--- src/hdl/pcs_pkg.sv ---
// Operation
// - Bit 6 reads back the PLL lock pin, 1 while locked.
// - Power control bit 7 at 0 powers down; at 1 normal operation.
// - Setting power control to 1 never reloads nonvolatile configuration.
// - Bit 8 written 1, 0, 1 resynchronises all output dividers.
// - Bit 13 picks calibration trigger: 0 power toggle, 1 bit 20.
// - With select at 1, bit 20 written 1, 0, 1 calibrates VCO.
// - With select at 0, bit 20 is stored and read back but starts no calibration.
package pcs_pkg;
   localparam logic [3:0] pcs_reg_addr = 4'h2;
   localparam int pcs_width = 28;
   localparam int pcs_lock_bit = 6;
   localparam int pcs_pwr_bit = 7;
   localparam int pcs_sync_bit = 8;
   localparam int pcs_ver_lsb = 10;
   localparam int pcs_sel_bit = 13;
   localparam int pcs_cal_bit = 20;
   localparam logic pcs_pwr_reset = 1'h1;
   localparam logic pcs_sel_reset = 1'h0;
   localparam logic pcs_sync_reset = 1'h1;
   localparam logic pcs_cal_reset = 1'h1;

   // Progress through a 1-0-1 sequence
   typedef enum logic [2:0] {
      pcs_seq_idle = 3'h1,
      pcs_seq_one = 3'h2,
      pcs_seq_zero = 3'h4
   } pcs_seq_t;

   typedef struct packed {
      logic [1:0] lock_sync;
      logic power_control_n;
      logic calibration_trigger_select;
      logic sync_bit;
      logic vco_calibration_trigger;
      pcs_seq_t sync_seq;
      pcs_seq_t cal_seq;
      logic power_down_n;
      logic resync_pulse;
      logic cal_pulse;
      logic [pcs_width-1:0] rdata;
   } pcs_state_t;
endpackage

--- src/hdl/pcs_ctrl.sv ---
module pcs_ctrl #(
   parameter logic [2:0] revision = 3'h1 // Arbitrary value
) (
   // Clock and reset
   input wire logic ref_clk,
   input wire logic rst,
   // Register access
   input wire logic wr_en,
   input wire logic rd_en,
   input wire logic [3:0] addr,
   input wire logic [pcs_pkg::pcs_width-1:0] wdata,
   output logic [pcs_pkg::pcs_width-1:0] rdata,
   // PLL side
   input wire logic pll_lock_status,
   output logic power_down_n,
   output logic resync_pulse,
   output logic cal_pulse
);
   pcs_pkg::pcs_state_t s, next_s;
   logic hit;
   logic [pcs_pkg::pcs_width-1:0] image;

   // Field map must fit; an overlap would corrupt readback
   if (pcs_pkg::pcs_cal_bit >= pcs_pkg::pcs_width) begin : g_fit_chk
      $error("register fields do not fit the word");
   end
   if (pcs_pkg::pcs_lock_bit >= pcs_pkg::pcs_pwr_bit ||
       pcs_pkg::pcs_pwr_bit >= pcs_pkg::pcs_sync_bit ||
       pcs_pkg::pcs_sync_bit >= pcs_pkg::pcs_ver_lsb) begin : g_low_chk
      $error("low register fields overlap");
   end
   if (pcs_pkg::pcs_ver_lsb + 2 >= pcs_pkg::pcs_sel_bit ||
       pcs_pkg::pcs_sel_bit >= pcs_pkg::pcs_cal_bit) begin : g_high_chk
      $error("high register fields overlap");
   end

   always_comb begin
      next_s = s;
      hit = wr_en && (addr == pcs_pkg::pcs_reg_addr);
      next_s.lock_sync = {s.lock_sync[0], pll_lock_status};
      next_s.resync_pulse = 1'h0;
      next_s.cal_pulse = 1'h0;
      if (hit) begin
         next_s.power_control_n = wdata[pcs_pkg::pcs_pwr_bit];
         next_s.calibration_trigger_select = wdata[pcs_pkg::pcs_sel_bit];
         next_s.sync_bit = wdata[pcs_pkg::pcs_sync_bit];
         next_s.vco_calibration_trigger = wdata[pcs_pkg::pcs_cal_bit];
         // Sync sequence: 1 then 0 then 1
         case (s.sync_seq)
            pcs_pkg::pcs_seq_zero: begin
               if (wdata[pcs_pkg::pcs_sync_bit]) begin
                  next_s.resync_pulse = 1'h1;
                  next_s.sync_seq = pcs_pkg::pcs_seq_one;
               end
            end
            default: begin
               next_s.sync_seq = wdata[pcs_pkg::pcs_sync_bit] ?
                  pcs_pkg::pcs_seq_one : pcs_pkg::pcs_seq_idle;
               if (s.sync_seq == pcs_pkg::pcs_seq_one &&
                   !wdata[pcs_pkg::pcs_sync_bit]) begin
                  next_s.sync_seq = pcs_pkg::pcs_seq_zero;
               end
            end
         endcase
         // Calibration sequence tracked only while select is 1
         if (!s.calibration_trigger_select) begin
            next_s.cal_seq = pcs_pkg::pcs_seq_idle;
         end else begin
            case (s.cal_seq)
               pcs_pkg::pcs_seq_zero: begin
                  if (wdata[pcs_pkg::pcs_cal_bit]) begin
                     next_s.cal_pulse = 1'h1;
                     next_s.cal_seq = pcs_pkg::pcs_seq_one;
                  end
               end
               default: begin
                  next_s.cal_seq = wdata[pcs_pkg::pcs_cal_bit] ?
                     pcs_pkg::pcs_seq_one : pcs_pkg::pcs_seq_idle;
                  if (s.cal_seq == pcs_pkg::pcs_seq_one &&
                      !wdata[pcs_pkg::pcs_cal_bit]) begin
                     next_s.cal_seq = pcs_pkg::pcs_seq_zero;
                  end
               end
            endcase
         end
         // Power toggle calibrates when select is 0; no reload on power-up
         if (!s.calibration_trigger_select && !s.power_control_n &&
             wdata[pcs_pkg::pcs_pwr_bit]) begin
            next_s.cal_pulse = 1'h1;
         end
      end
      next_s.power_down_n = next_s.power_control_n;
      image = '0;
      image[pcs_pkg::pcs_lock_bit] = s.lock_sync[1];
      image[pcs_pkg::pcs_pwr_bit] = s.power_control_n;
      image[pcs_pkg::pcs_sync_bit] = s.sync_bit;
      image[pcs_pkg::pcs_ver_lsb +: 3] = revision;
      image[pcs_pkg::pcs_sel_bit] = s.calibration_trigger_select;
      image[pcs_pkg::pcs_cal_bit] = s.vco_calibration_trigger;
      next_s.rdata = (rd_en && addr == pcs_pkg::pcs_reg_addr) ? image : '0;
   end

   always_ff @(posedge ref_clk) begin
      if (rst) begin
         s <= '0;
         s.power_control_n <= pcs_pkg::pcs_pwr_reset;
         s.power_down_n <= pcs_pkg::pcs_pwr_reset;
         s.calibration_trigger_select <= pcs_pkg::pcs_sel_reset;
         s.sync_bit <= pcs_pkg::pcs_sync_reset;
         s.vco_calibration_trigger <= pcs_pkg::pcs_cal_reset;
         s.sync_seq <= pcs_pkg::pcs_seq_one;
         s.cal_seq <= pcs_pkg::pcs_seq_idle;
      end else begin
         s <= next_s;
      end
   end

   assign rdata = s.rdata;
   assign power_down_n = s.power_down_n;
   assign resync_pulse = s.resync_pulse;
   assign cal_pulse = s.cal_pulse;

   // Power control
   power_follow_a: assert property (@(posedge ref_clk)
      disable iff (rst)
      (wr_en && addr == pcs_pkg::pcs_reg_addr) |=>
      power_down_n == $past(wdata[pcs_pkg::pcs_pwr_bit]))
      else $error("power state not following bit 7");

   power_hold_a: assert property (@(posedge ref_clk)
      disable iff (rst)
      !(wr_en && addr == pcs_pkg::pcs_reg_addr) |=>
      $stable(power_down_n))
      else $error("power state moved without a write");

   // Power-up keeps what was written, nothing reloaded
   reload_none_a: assert property (@(posedge ref_clk)
      disable iff (rst)
      (hit && !s.power_control_n && wdata[pcs_pkg::pcs_pwr_bit]) |=>
      s.sync_bit == $past(wdata[pcs_pkg::pcs_sync_bit]) &&
      s.vco_calibration_trigger == $past(wdata[pcs_pkg::pcs_cal_bit]) &&
      s.calibration_trigger_select == $past(wdata[pcs_pkg::pcs_sel_bit]))
      else $error("configuration changed on power-up");

   // Readback
   lock_read_a: assert property (@(posedge ref_clk)
      disable iff (rst)
      (rd_en && addr == pcs_pkg::pcs_reg_addr) |=>
      rdata[pcs_pkg::pcs_lock_bit] == $past(s.lock_sync[1]))
      else $error("lock bit wrong on read");

   version_read_a: assert property (@(posedge ref_clk)
      disable iff (rst)
      (rd_en && addr == pcs_pkg::pcs_reg_addr) |=>
      rdata[pcs_pkg::pcs_ver_lsb +: 3] == revision)
      else $error("version field altered");

   sel_read_a: assert property (@(posedge ref_clk)
      disable iff (rst)
      (rd_en && addr == pcs_pkg::pcs_reg_addr) |=>
      rdata[pcs_pkg::pcs_sel_bit] == $past(s.calibration_trigger_select))
      else $error("select bit wrong on read");

   // Divider resync
   sync_seq_a: assert property (@(posedge ref_clk)
      disable iff (rst)
      resync_pulse |-> $past(s.sync_seq) == pcs_pkg::pcs_seq_zero)
      else $error("resync without 1-0-1");

   sync_fire_a: assert property (@(posedge ref_clk)
      disable iff (rst)
      (hit && s.sync_seq == pcs_pkg::pcs_seq_zero &&
       wdata[pcs_pkg::pcs_sync_bit]) |=> resync_pulse)
      else $error("1-0-1 on bit 8 gave no resync");

   sync_write_a: assert property (@(posedge ref_clk)
      disable iff (rst)
      resync_pulse |-> $past(hit && wdata[pcs_pkg::pcs_sync_bit]))
      else $error("resync without a write of bit 8");

   sync_single_a: assert property (@(posedge ref_clk)
      disable iff (rst)
      resync_pulse |=> !resync_pulse)
      else $error("resync pulse longer than one cycle");

   // Calibration
   cal_ignored_a: assert property (@(posedge ref_clk)
      disable iff (rst)
      (s.calibration_trigger_select == 1'h0 &&
       !(wr_en && addr == pcs_pkg::pcs_reg_addr &&
         !s.power_control_n && wdata[pcs_pkg::pcs_pwr_bit])) |=>
      !cal_pulse)
      else $error("calibration without power toggle");

   power_cal_a: assert property (@(posedge ref_clk)
      disable iff (rst)
      (hit && !s.calibration_trigger_select && !s.power_control_n &&
       wdata[pcs_pkg::pcs_pwr_bit]) |=> cal_pulse)
      else $error("power toggle did not calibrate");

   sel_power_a: assert property (@(posedge ref_clk)
      disable iff (rst)
      (hit && s.calibration_trigger_select &&
       !(s.cal_seq == pcs_pkg::pcs_seq_zero &&
         wdata[pcs_pkg::pcs_cal_bit])) |=> !cal_pulse)
      else $error("calibration outside the bit 20 sequence");

   cal_seq_a: assert property (@(posedge ref_clk)
      disable iff (rst)
      (cal_pulse && $past(s.calibration_trigger_select)) |->
      $past(s.cal_seq) == pcs_pkg::pcs_seq_zero)
      else $error("calibration without 1-0-1");

   cal_fire_a: assert property (@(posedge ref_clk)
      disable iff (rst)
      (hit && s.calibration_trigger_select &&
       s.cal_seq == pcs_pkg::pcs_seq_zero &&
       wdata[pcs_pkg::pcs_cal_bit]) |=> cal_pulse)
      else $error("1-0-1 on bit 20 gave no calibration");

   cal_idle_a: assert property (@(posedge ref_clk)
      disable iff (rst)
      (hit && !s.calibration_trigger_select) |=>
      s.cal_seq == pcs_pkg::pcs_seq_idle)
      else $error("bit 20 tracked while select is 0");

   cal_write_a: assert property (@(posedge ref_clk)
      disable iff (rst)
      cal_pulse |-> $past(hit))
      else $error("calibration without a write");
endmodule // pcs_ctrl

--- config.mk ---
export PLATFORM = sky130hd
export DESIGN_NAME = pcs_ctrl
export DESIGN_NICKNAME = d
export VERILOG_FILES = /design/src/hdl/pcs_pkg.sv /design/src/hdl/pcs_ctrl.sv
export SDC_FILE = /design/constraint.sdc
export NUM_CORES = 1
export LEC_CHECK = 0
export BUFFER_PORTS_ARGS = -buffer_cell sky130_fd_sc_hd__buf_2
export CORE_UTILIZATION = 43
export DETAILED_ROUTE_END_ITERATION = 10
export GPL_TIMING_DRIVEN = 0
export HOLD_SLACK_MARGIN = 0.1
export PLACE_DENSITY = 0.83
export SLEW_MARGIN = 20
export SYNTH_ARGS = -nofsm -noshare
export SYNTH_HDL_FRONTEND = slang
export SYNTH_SLANG_ARGS = --single-unit
--- constraint.sdc ---
create_clock -name ref_clk -period 2.76 [get_ports ref_clk]
set_input_delay 0.276 -clock ref_clk [delete_from_list [all_inputs] [get_ports ref_clk]]
set_output_delay 0.276 -clock ref_clk [all_outputs]
set_load 0.01 [all_outputs]
==> reports/qor.yml <==
status: "finished clean"
hp-class: "primary input to flop"
antenna_cells: 0
rsz0062_at_grt: "false"
cts_setup_buffers: 0
cts_resized: 0
cts.sinks: 20
end_kind: "flop"
ios: 68
area.growth.synth_to_final_pct: 25.2
place_congestion: 0.731
stdcell_area_um2: 1240
num_rows: 16
cp.arrival_ps: 1730
setup_violations: 0
cts_made_buffers: 3
vias: 804
swShare_pct: 23.2
power_density_nw_per_um2: 429
htree_levels: 1
clock_skew_ps: 3.33
period_share_pct: 53.7
leakagePower_nw: 0.605
dieArea_um2: 2490
antenna_found_initial: 0
cts-root-buf: "clkbuf_4"
grt_pass1_wl_um: 2920
synth_area_um2: 988
grt_max_degree: 12
synthTopCellsByCount: "buf_4 (28), dfxtp_1 (20), nand3_1 (7), o21ai_0 (6)"
fill_cells: 186
critPathBufInv: 0
totalWireLength_um: 1810
cts_hold_buf: 0
worstPathRequired_ps: 3000
synth_cells: 107
synthFlopType: "dfxtp_1"
path_class: "flop to flop"
drv_cap: 0
post_synth.cell_area_avg_um2: 9.24
core_um2: 2060
grt_overflow: 0
synth-seq-cells: 20
slowest_delay_ps: 480
fmax_mhz: 674
synth_top_area_share_pct: 40.5
final.setup.tns_ps: 0
yosysMostFrequentCell: "buf_4"
first_pass_iters: 4
total_power_w: 0.000530
crit_path_max_fanout: 8
clockBufferDepth: 2
combPwrFrac_pct: 13.5
yosys_warnings: 0
relSlewSlack_pct: 64.8
hold_viol: 0
final_core_util_pct: 60.0
critPathSlowestCell: "dfxtp_1"
drt_iter0_drc: 38
cp_cell_sequence: "or3b_1 > nor4b_1 > a32o_1"
period_minus_slack_ps: 1480
fin_nets: 190
critPathTopFamily: "simple AND/OR/NAND/NOR gates"
io_buffers: 20
wire_per_inst_um: 10.1
p_sw_w: 0.000123
drc: 0
timing.hold.ws_ps: 184
hpwlAfterDp_um: 1400
placed_cell_area_um2: 1200
initial_core_util_pct: 47.9
async_flop_share_pct: 0
synth_top_area_cell: "dfxtp_1"
internal_power_w: 0.000407
fp.dieW_um: 49.9
grtUsageTotal_pct: 15.7
clk_latency_ps: 300
synth_cell_type_count: 31
worstMarginPinSlew_ps: 526
ant_nets: 0
drv_slew: 0
synth_area_leaders: "dfxtp_1 (41%), buf_4 (21%), nand3_1 (3.5%)"
seq_power_share_pct: 55.4
vias_per_cell: 4.49
pwr-share-clk_pct: 31.0
synth_edf_count: 0
clk_transition_reported_paths_ps: 100
die_h_um: 49.9
cts_tree: "done"
crit_path_start_kind: "flop"
worst_ir_drop_vdd_mv: 0.288
ys_seq_area_share_pct: 40.5
grt_pass1_vias: 701
drive_above_1_share_pct: 38.2
worst register-to-register path, delay by kind of cell, from the launching register on:
| family | cells | cell delay (ps) |
|---|---|---|
| AO/OA/AOI/OAI | 1 | 190 |
| flip-flops | 1 | 480 |
| AND/OR/NAND/NOR | 2 | 760 |
per-stage QoR:
| step | cells | setup slack, ps |
|---|---|---|
| 3_3_place_gp | 175 | 1190 |
| 6_report | 179 | 1280 |
| 5_1_grt | 179 | 1230 |
| 2_1_floorplan | 128 | 1420 |
| 3_5_place_dp | 175 | 1120 |
| 4_1_cts | 179 | 1340 |
area by class of cell:
class	count	area (µm²)	area share (%)
buffer	31	230	18.6
clock buffer	4	36.3	2.93
inverter	2	7.51	0.607
multi-input combinational	75	429	34.7
sequential	20	400	32.4
tap	27	33.8	2.73
timing repair buffer	20	100	8.09
cell usage in the layout, fill, tap and decap left out, types with 2 or more instances in the layout:
master,Yosys,layout
nand4_1,2,2
xor2_1,2,2
dfxtp_1,20,20
o21ai_0,6,6
nor2_1,4,4
nand2_1,5,5
nor2b_1,2,2
buf_4,28,28
and2_1,5,5
buf_2,1,21
nor3_1,3,3
clkbuf_4,0,3
nand3_1,7,7
conb_1,1,22
a21oi_1,3,3
nor4b_1,2,2
final timing paths:
kind	from	endpoint	slack [ps]	cells after the start
setup / recovery	image[13]$_SDFFE_PP0P_	s[33]$_SDFFE_PP0P_	1280	3
hold / removal	pll_lock_status	next_s[42]$_SDFF_PP0_	180	2
setup reg to reg	image[13]$_SDFFE_PP0P_	s[33]$_SDFFE_PP0P_	1280	3
hold reg to reg	next_s[42]$_SDFF_PP0_	image[6]$_SDFF_PP0_	450	1
cells by family (layout without fill, tap and decap cells):
family	count (synthesis)	after routing	share of synthesized area (%)
and+or+nand+nor	34	34	21.3
buffers and inverters	33	57	24.0
DFF	20	20	40.5
AOI/OAI and AO/OA	17	17	12.0
xor gates and xnor gates	2	2	1.77
other	1	22	0.379
routing by layer:
metal,vias to the layer above,routed length [µm],track usage (%)
met5,-,0,0
met4,0,57,10.5
met3,7,111,1.85
met2,41,949,28.8
met1,348,696,16.3
li1,408,-,-
power groups by stage:
| stage | Clock (W) | Sequential, W | Combinational, W |
|---|---|---|---|
| 3_5_place_dp | 0 | 0.000301 | 0.0000701 |
| 2_1_floorplan | 0 | 0.000300 | 0.0000538 |
| 3_3_place_gp | 0 | 0.000300 | 0.0000689 |
| 5_1_grt | 0.000181 | 0.000295 | 0.0000788 |
| 4_1_cts | 0.000168 | 0.000294 | 0.0000704 |
| 6_report | 0.000165 | 0.000294 | 0.0000718 |
sequential cells by signal, summed over array words and instances (netlist names):
signal and cells:
rdata 6, power_down_n 1, cal_pulse 1, image 4, next_s 1, s 6
resync_pulse 1
(Power assumes the default switching activity.)
